**src/alert_mask_pkg.sv**
```systemverilog
// constants of the alert enable mask and accumulator source image
// How it works
// - Bits 15 down to 12 enable the overvoltage alert of channels 1 to 4, a one enabling it.
// - Bits 11 down to 8 enable the undervoltage alert of channels 1 to 4, a one enabling it.
// - Bits 7 down to 4 enable the overpower alert of channels 1 to 4, a one enabling it.
// - Bit 3 gates the alert raised when any channel accumulator passes its fullness limit.
// - Bit 2 gates the alert raised when the accumulation sample counter passes its fullness limit.
// - Bit 1 gates the alert raised each time a conversion cycle completes.
// - A read-only byte shows the four 2-bit accumulator source fields in force, channel 1 on top.
// - Writes to the programmed accumulator source register only take effect at a refresh.
// - Source code 00 is power, 01 sense voltage, 10 bus voltage; 11 is reserved and reads as zero.
// - Newly written alert enables only take effect at a refresh, full or restricted.
// - An alert condition reaches the alert outputs only while its enable bit is in force.
package alert_mask_pkg;
    localparam logic [7:0] ADDR_ACCUM_SOURCE_PROG = 8'h25;
    localparam logic [7:0] ADDR_ALERT_SOURCE_ENABLE = 8'h49;
    localparam logic [7:0] ADDR_ACCUM_SOURCE_ACTIVE = 8'h4a;
    localparam int EN_WIDTH = 24;
    localparam int SRC_WIDTH = 8;
    localparam int CHANNELS = 4;
    localparam int BIT_CHAN1_OVERVOLT_ALERT_EN = 15;
    localparam int BIT_CHAN1_UNDERVOLT_ALERT_EN = 11;
    localparam int BIT_CHAN1_OVERPOWER_ALERT_EN = 7;
    localparam int BIT_ACCUM_FULL_ALERT_EN = 3;
    localparam int BIT_SAMPLE_COUNTER_FULL_ALERT_EN = 2;
    localparam int BIT_CYCLE_DONE_ALERT_EN = 1;
    // overcurrent/undercurrent bits 23:16 live elsewhere, bit 0 unimplemented
    localparam logic [23:0] EN_WRITE_MASK = 24'h00fffe;
    localparam logic [23:0] EN_RESET = 24'h000000;
    localparam logic [7:0] SRC_RESET = 8'h00;
    localparam logic [1:0] SRC_POWER = 2'h0;
    localparam logic [1:0] SRC_SENSE = 2'h1;
    localparam logic [1:0] SRC_BUS = 2'h2;
    localparam logic [1:0] SRC_RESERVED = 2'h3;
endpackage

```
**src/shadow_if.sv**
```systemverilog
// carrier between register decode and the programmed/active shadow store
`timescale 1ns/1ps
interface shadow_if;
    logic ce;
    logic en_wr;
    logic [23:0] en_wdata;
    logic src_wr;
    logic [7:0] src_wdata;
    logic refresh;
    logic [23:0] en_prog;
    logic [23:0] en_active;
    logic [7:0] src_prog;
    logic [7:0] src_active;
    modport ctrl (output ce, en_wr, en_wdata, src_wr, src_wdata, refresh,
                  input en_prog, en_active, src_prog, src_active);
    modport store (input ce, en_wr, en_wdata, src_wr, src_wdata, refresh,
                   output en_prog, en_active, src_prog, src_active);
endinterface

```
**src/shadow_store.sv**
```systemverilog
// programmed and active copies of the alert enables and accumulator sources
`timescale 1ns/1ps
module shadow_store
    import alert_mask_pkg::*;
(
    input wire logic i_clk_sys,
    input wire logic i_resetn,
    shadow_if.store sh
);
    logic [7:0] src_clean;

    // reserved code is stored as zero so it reads back as zero
    genvar ch;
    generate
        for (ch = 0; ch < CHANNELS; ch++) begin : g_src
            assign src_clean[2*ch+1 -: 2] = (sh.src_wdata[2*ch+1 -: 2] == SRC_RESERVED) ?
                SRC_POWER : sh.src_wdata[2*ch+1 -: 2];
        end
    endgenerate

    always_ff @(posedge i_clk_sys or negedge i_resetn) begin
        if (!i_resetn) begin
            sh.en_prog <= EN_RESET;
        end else if (sh.ce && sh.en_wr) begin
            sh.en_prog <= sh.en_wdata & EN_WRITE_MASK;
        end
    end

    always_ff @(posedge i_clk_sys or negedge i_resetn) begin
        if (!i_resetn) begin
            sh.src_prog <= SRC_RESET;
        end else if (sh.ce && sh.src_wr) begin
            sh.src_prog <= src_clean;
        end
    end

    // a write in the refresh cycle lands in the programmed copy only
    always_ff @(posedge i_clk_sys or negedge i_resetn) begin
        if (!i_resetn) begin
            sh.en_active <= EN_RESET;
            sh.src_active <= SRC_RESET;
        end else if (sh.ce && sh.refresh) begin
            sh.en_active <= sh.en_prog;
            sh.src_active <= sh.src_prog;
        end
    end
endmodule

```
**src/alert_mask.sv**
```systemverilog
// alert source enable mask with refresh-activated shadows and register access
`timescale 1ns/1ps
module alert_mask
    import alert_mask_pkg::*;
(
    input wire logic i_clk_sys,
    input wire logic i_resetn,
    input wire logic i_clk_en,
    input wire logic i_reg_wr,
    input wire logic i_reg_rd,
    input wire logic [7:0] i_reg_addr,
    input wire logic [23:0] i_reg_wdata,
    input wire logic i_refresh,
    input wire logic [3:0] i_overvolt_event,
    input wire logic [3:0] i_undervolt_event,
    input wire logic [3:0] i_overpower_event,
    input wire logic i_accum_full_event,
    input wire logic i_sample_counter_full_event,
    input wire logic i_cycle_done_event,
    output logic [23:0] o_reg_rdata,
    output logic o_reg_rvalid,
    output logic [3:0] o_overvolt_alert,
    output logic [3:0] o_undervolt_alert,
    output logic [3:0] o_overpower_alert,
    output logic o_accum_full_alert,
    output logic o_sample_counter_full_alert,
    output logic o_cycle_done_alert,
    output logic o_alert_any,
    output logic [7:0] o_accum_source_active
);
    shadow_if sh ();
    logic [3:0] overvolt_en;
    logic [3:0] undervolt_en;
    logic [3:0] overpower_en;
    logic [3:0] next_overvolt;
    logic [3:0] next_undervolt;
    logic [3:0] next_overpower;
    logic next_accum_full;
    logic next_sample_full;
    logic next_cycle_done;
    logic [23:0] next_rdata;

    assign sh.ce = i_clk_en;
    assign sh.en_wr = i_reg_wr && (i_reg_addr == ADDR_ALERT_SOURCE_ENABLE);
    assign sh.src_wr = i_reg_wr && (i_reg_addr == ADDR_ACCUM_SOURCE_PROG);
    assign sh.en_wdata = i_reg_wdata;
    assign sh.src_wdata = i_reg_wdata[7:0];
    assign sh.refresh = i_refresh;

    shadow_store u_store (
        .i_clk_sys(i_clk_sys),
        .i_resetn(i_resetn),
        .sh(sh.store)
    );

    // channel 1 is the most significant bit of each group
    genvar ch;
    generate
        for (ch = 0; ch < CHANNELS; ch++) begin : g_chan
            assign overvolt_en[ch] = sh.en_active[BIT_CHAN1_OVERVOLT_ALERT_EN - ch];
            assign undervolt_en[ch] = sh.en_active[BIT_CHAN1_UNDERVOLT_ALERT_EN - ch];
            assign overpower_en[ch] = sh.en_active[BIT_CHAN1_OVERPOWER_ALERT_EN - ch];
        end
    endgenerate

    // only the enables in force gate events, never the programmed copy
    always_comb begin
        next_overvolt = i_overvolt_event & overvolt_en;
        next_undervolt = i_undervolt_event & undervolt_en;
        next_overpower = i_overpower_event & overpower_en;
        next_accum_full = i_accum_full_event && sh.en_active[BIT_ACCUM_FULL_ALERT_EN];
        next_sample_full = i_sample_counter_full_event
            && sh.en_active[BIT_SAMPLE_COUNTER_FULL_ALERT_EN];
        next_cycle_done = i_cycle_done_event && sh.en_active[BIT_CYCLE_DONE_ALERT_EN];
    end

    always_ff @(posedge i_clk_sys or negedge i_resetn) begin
        if (!i_resetn) begin
            o_overvolt_alert <= 4'h0;
            o_undervolt_alert <= 4'h0;
            o_overpower_alert <= 4'h0;
            o_accum_full_alert <= 1'b0;
            o_sample_counter_full_alert <= 1'b0;
            o_cycle_done_alert <= 1'b0;
            o_alert_any <= 1'b0;
        end else if (i_clk_en) begin
            o_overvolt_alert <= next_overvolt;
            o_undervolt_alert <= next_undervolt;
            o_overpower_alert <= next_overpower;
            o_accum_full_alert <= next_accum_full;
            o_sample_counter_full_alert <= next_sample_full;
            o_cycle_done_alert <= next_cycle_done;
            o_alert_any <= (|next_overvolt) || (|next_undervolt) || (|next_overpower)
                || next_accum_full || next_sample_full || next_cycle_done;
        end
    end

    // unmapped addresses read zero
    always_comb begin
        if (i_reg_addr == ADDR_ALERT_SOURCE_ENABLE) begin
            next_rdata = sh.en_prog;
        end else if (i_reg_addr == ADDR_ACCUM_SOURCE_PROG) begin
            next_rdata = {16'h0000, sh.src_prog};
        end else if (i_reg_addr == ADDR_ACCUM_SOURCE_ACTIVE) begin
            next_rdata = {16'h0000, sh.src_active};
        end else begin
            next_rdata = 24'h000000;
        end
    end

    always_ff @(posedge i_clk_sys or negedge i_resetn) begin
        if (!i_resetn) begin
            o_reg_rdata <= 24'h000000;
            o_reg_rvalid <= 1'b0;
        end else if (i_clk_en) begin
            o_reg_rvalid <= i_reg_rd;
            if (i_reg_rd) begin
                o_reg_rdata <= next_rdata;
            end
        end
    end

    always_ff @(posedge i_clk_sys or negedge i_resetn) begin
        if (!i_resetn) begin
            o_accum_source_active <= SRC_RESET;
        end else if (i_clk_en) begin
            o_accum_source_active <= sh.src_active;
        end
    end
endmodule

```
**config.mk**
```make
export PLATFORM = sky130hd
export DESIGN_NAME = alert_mask
export DESIGN_NICKNAME = d
export VERILOG_FILES = /design/src/alert_mask_pkg.sv /design/src/shadow_if.sv /design/src/shadow_store.sv /design/src/alert_mask.sv
export SDC_FILE = /design/constraint.sdc
export NUM_CORES = 1
export LEC_CHECK = 0
export BUFFER_PORTS_ARGS = -buffer_cell sky130_fd_sc_hd__clkbuf_2
export CORE_AREA = 2 2 95 106
export CTS_BUF_LIST = sky130_fd_sc_hd__clkbuf_2 sky130_fd_sc_hd__clkbuf_4 sky130_fd_sc_hd__clkbuf_8
export CTS_CLUSTER_DIAMETER = 40
export DETAILED_ROUTE_END_ITERATION = 16
export DIE_AREA = 0 0 97 108
export PLACE_DENSITY = 0.61
export SYNTH_ARGS = -nofsm -noshare
export SYNTH_HDL_FRONTEND = slang
export SYNTH_SLANG_ARGS = --single-unit
```
**constraint.sdc**
```tcl
create_clock -name i_clk_sys -period 1 [get_ports i_clk_sys]
set_input_delay 0.25 -clock i_clk_sys [delete_from_list [all_inputs] [get_ports i_clk_sys]]
set_output_delay 0.25 -clock i_clk_sys [all_outputs]
set_load 0.05 [all_outputs]
```
=== Word-level counts from Yosys, hierarchy flattened ===
Index checks and enable logic that the tools add are counted.
W data, S select, Z words.

* Bits of input ports: 53
* Output and inout port bits: 49
* Word-level logic and storage cells: 48
* Register bits: 95

* Bitwise operators: 3
* Eq/ne operators: 7
* Mux-type cells: 7
* Reduce and logical (&&, ||, !) cells: 17

{| class="wikitable"
|+ Operator list
! cell !! count
|-
| $eq A8 B7 Y1 const B || 2
|-
| $mux W16 || 1
|-
| $mux W8 || 2
|-
| $and A4 B4 Y4 || 3
|-
| $reduce_or A4 Y1 || 3
|-
| $eq A2 B2 Y1 const B || 4
|-
| $eq A8 B6 Y1 const B || 1
|-
| $logic_and A1 B1 Y1 || 8
|-
| $mux W2 || 4
|-
| $logic_or A1 B1 Y1 || 5
|-
| $reduce_and A2 Y1 || 1
|}

=== Longest topological paths before layout ===
* Depth in word-level cells: 7
* Gate-level depth with buffers: 5
* Gate-level depth less buffers: 3

=== Hierarchy ===
A second synthesis with hierarchy kept.

* Cell total of the unflattened synthesis: 323
* Area total of the unflattened synthesis: 4,111.4 µm²

{| class="wikitable"
|+ Modules (own cells, without submodules)
! module !! times used !! area an instance (µm²) !! cells an instance !! seq. area each (µm²)
|-
| alert_mask || 1 || 2,219.6 || 198 || 1,226.2
|-
| shadow_store || 1 || 1,891.8 || 125 || 1,151.1
|}

=== Worst setup path after synthesis ===
OpenSTA, ideal clock, no wires.

* Path type: in2reg
* From: input port i_reg_addr[1]
* To: register u_store.sh.src_prog[0]
* Data required time: 0.875 ns
* Arrival: 1.636 ns
* Setup time: 0.125 ns
* Path buffers: 1
* Setup slack: -0.761 ns
* Stages on the path: 4
* Cells stage by stage: or4b_4 buf_6 nor3_4 mux2_2

* Word-level cells in the longest chain between the ends: 3

{| class="wikitable"
|+ Ends and longest elaborated chain
! element !! line !! source
|-
| from (decl) || alert_mask.sv:11 || <nowiki>input wire logic [7:0] i_reg_addr,</nowiki>
|-
| $eq A8 B6 Y1 || alert_mask.sv:45 || <nowiki>assign sh.src_wr = i_reg_wr && (i_reg_addr == ADDR_ACCUM_SOURCE_PROG);</nowiki>
|-
| $logic_and A1 B1 Y1 || alert_mask.sv:45 ||
|-
| $logic_and A1 B1 Y1 || shadow_store.sv:32 || <nowiki>end else if (sh.ce && sh.src_wr) begin</nowiki>
|-
| to (signal assigned) || shadow_store.sv:33 || <nowiki>sh.src_prog <= src_clean;</nowiki>
|-
| to (decl) || shadow_if.sv:17 || <nowiki>output en_prog, en_active, src_prog, src_active);</nowiki>
|}

No other way between the ends.
A chain may end at the register's enable or synchronous reset.

=== Final worst setup path ===
* From: input port i_reg_addr[7]
* To: register u_store.sh.en_prog[11]

* Word-level cells in the longest chain between the ends: 3

{| class="wikitable"
|+ Ends and longest elaborated chain
! element !! line !! source
|-
| $eq A8 B7 Y1 || alert_mask.sv:44 || <nowiki>assign sh.en_wr = i_reg_wr && (i_reg_addr == ADDR_ALERT_SOURCE_ENABLE);</nowiki>
|-
| $logic_and A1 B1 Y1 || alert_mask.sv:44 ||
|-
| $logic_and A1 B1 Y1 || shadow_store.sv:24 || <nowiki>end else if (sh.ce && sh.en_wr) begin</nowiki>
|-
| to (signal assigned) || shadow_store.sv:25 || <nowiki>sh.en_prog <= sh.en_wdata & EN_WRITE_MASK;</nowiki>
|-
| to (decl) || shadow_if.sv:17 ||
|}

No other way between the ends.

==> summary.md <==
| Metric | Value |
|---|---|
| Status | complete, but fails checks |
| Violated checks | negative setup slack |
| Leakage | 2.81 nW |
| Die W | about 97 um |
| TritonCTS clock tree | built |
| CP bufs+invs | 2 |
| Drt initial violations | about 100 |
| CP delay by family, top | simple AND/OR/NAND/NOR gates |
| Syn-to-layout area delta | 54.2% |
| R2R depth | 3 |
| Clock Tree Root | clkbuf_8 |
| Vias in the first global route | just under 3,000 |
| Global-route wire length before repair | around 15,000 um |
| # rows | 37 |
| Final hold violation count | 0 |
| Slowest cell on crit path | or4b_4 |
| Final TNS setup | -20,650 ps |
| Die Y | ~110 um |
| Dpl hpwl | about 6400 um |
| Worst EP arrival | around 1700 ps |
| Wirelength per Cell | 16.5 um |
| GPL Wtd Cong | ~0.76 |
| DRT Pass-1 Iters | 5 |
| R2r setup slk | -100 ps |
| Layout cells sized above 1 | 55.5% |
| DRC viols | 0 |
| CP Max Fanout | 15 |
| Hold EP | u_store.sh.en_prog[14]$_DFFE_PN0P_ |
| Clk Latency, worst-skew pair | 360 ps |
| Crit-path max cell delay | 580 ps |
| FF+latch count, synth | between 80 and 90 |
| Total gr overflow | 0 |
| Final Cycle Share | 141% |
| H-Tree Depth | 3 |
| Number of library cell types mapped by synthesis | 35 |
| Fin worst setup slack | -408 ps |
| Clock buffer count from CTS | 9 |
| Total Power | between 0.007 and 0.008 W |
| Vias per inst | just over 5 |
| Hold path depth | 2 |
| Sequential fraction of the synthesis area | approximately three fifths |
| Crit. Startpoint | i_reg_addr[7] |
| Syn_area_per_cell | between 10 and 15 um2 |
| Critical path cell sequence | buf_6 > or4b_4 > nor3_4 > buf_12 > mux2_2 |
| Tmin final | 1410 ps |
| Clk buf depth | 2 |
| Cells after Synth | around 290 |
| VDD IR max | 0.752 mV |
| RSZ-0062 raised after global routing | yes |
| Final nets | 500 |
| Commonest non-fill, non-tap cells in the layout | dfrtp_1 (87), buf_4 (66), clkbuf_2 (42), buf_8 (42), mux2_2 (35) |
| Worst Hold Class | input port to flip-flop |
| Fin. max-slew vios | 0 |
| Req. time, crit path | around 1300 ps |
| GRT Util Overall | a little under a fifth |
| Routed Antenna Nets | 0 |
| Number of synthesized flops with an enable pin | 0 |
| Crit start category | input port |
| Critical Setup Path Class | input port to flip-flop |
| Antenna violations before repair | 0 |
| Finish-stage setup viols | ~80 |
| Critical Path End Type | flip-flop |
| Boundary pin count | 102 |
| Max Cap Viol | 0 |
| Worst Hold Launch | i_reg_wdata[14] |
| Synth warn | 0 |
| Reg clk slew, reported paths | roughly 100 ps |
| Finished Cell Area | between 0.005 and 0.006 mm2 |
| Most used DFF post-synth | dfrtp_1 |
| Post-Syn Area | ~0.0037 mm2 |
| Port-buffer cells | 85 |
| Crit Reg-Reg Endpoint | o_alert_any$_DFFE_PN0P_ |
| Area of placed instances | 0.00461 mm2 |
| Worst r2r src | u_store.sh.en_active[3]$_DFFE_PN0P_ |
| ANT cells | 0 |
| Max Clk Rate | ~0.71 GHz |
| Die area | ~0.010 mm2 |
| Initial Utilization | roughly two fifths |
| DRT Wirelength | about 9400 um |
| Commonest non-fill, non-tap cell in the layout | dfrtp_1 |
| Sinks on Clock Net | 87 |
| Power Dens Cells | roughly 1300 mW/mm2 |
| Core ar. | a little over 0.009 mm2 |
| Vias | between 2,000 and 3,000 |
| Pin count of the biggest net entering global routing | 52 |
| Setup Skew | between 8 and 9 ps |
| Post-synth ARST share | 100% |
metal layers:
layer	part of all wire [%]	up-vias	GRT usage [%]	routed length [um]
met3	5.3	10	3.94	502
met1	44	1442	24.4	4120
li1	-	1342	-	-
met2	50	91	30.1	4690
met5	0	-	0	0
met4	1.1	0	6.04	99
worst reg2reg max path: stages, from the launching register on:
cell and delay [ps]:
dfrtp_1 390, a22o_1 220, a221oi_2 210, a41oi_1 150
cell families after synthesis:
logic type	after synthesis	synth area share (%)
AO/OA/AOI/OAI	50	10.3
flip-flops	87	59.0
multiplexers	53	16.1
AND/OR/NAND/NOR	50	8.75
other	1	0.102
buffers and inverters	45	5.66
Yosys cell counts, types with 5 or more instances:
library cell   n  area (um2)
o21ai_0       17        85.1
clkbuf_1      10        37.5
dfrtp_1       87        2180
inv_1         23        86.3
buf_4          8        60.1
o32ai_1        6        52.6
nand3_1       21         105
nor2b_1        7        43.8
nand2_1        5        18.8
a221o_1        7        70.1
a22o_1        12         105
mux2_2        52         586
worst max-delay path by stage:
stage	cells past startpoint	slack, ps	endpoint
6_report	5	-410	u_store.sh.en_prog[11]$_DFFE_PN0P_
5_1_grt	5	-410	u_store.sh.en_prog[11]$_DFFE_PN0P_
4_1_cts	5	-380	u_store.sh.en_prog[10]$_DFFE_PN0P_
3_5_place_dp	5	-790	u_store.sh.en_prog[10]$_DFFE_PN0P_
3_3_place_gp	5	-740	u_store.sh.en_prog[14]$_DFFE_PN0P_
2_1_floorplan	4	-710	u_store.sh.src_prog[0]$_DFFE_PN0P_
area by class of cell:
type | instances | area [um2]
clock inverters | 7 | 80.1
clock buffers | 9 | 124
inverters | 23 | 86.3
flip-flops and latches | 87 | 2180
multi-input cells | 161 | 1520
well taps | 117 | 146
fillers | 720 | 3620
repair buffers | 165 | 1560
metrics by stage:
stage / setup slack, ps / hold WS, ps / util (%) / cells
floorplan: -714 / -45.6 / - / 293
global placement: -744 / 239 / 49.5 / 517
detailed placement: -786 / 241 / 49.5 / 517
CTS: -381 / 108 / 58.0 / 553
global route: -406 / 109 / 61.1 / 569
finish: -408 / 119 / 61.1 / 569
power breakdown:
group          internal [W]  switching [W]  leakage, nW
Sequential          0.00360      0.0000712         1.20
Combinational      0.000408       0.000502         1.52
Clock               0.00118        0.00138       0.0964
Total               0.00519        0.00195         2.81
flip-flops by register name, indices dropped and copies added, names as in the netlist, 4 cells and up:
signal,cells
o_overpower_alert,4
o_reg_rdata,16
u_store.sh.en_prog,15
o_accum_source_active,8
o_overvolt_alert,4
u_store.sh.en_active,15
u_store.sh.src_prog,8
o_undervolt_alert,4
u_store.sh.src_active,8
timing repair:
item / in CTS / in global routing
pin swaps: 5 / 14
gates resized for setup: 95 / 67
buffers inserted: 18 / 16
endpoints found under the setup margin: 81 / 81
cloned: 1 / 0
hold buffers: 1 / 0
endpoints found under the hold margin: 87 / 0
No activity file was read; power rests on OpenSTA's default activity.
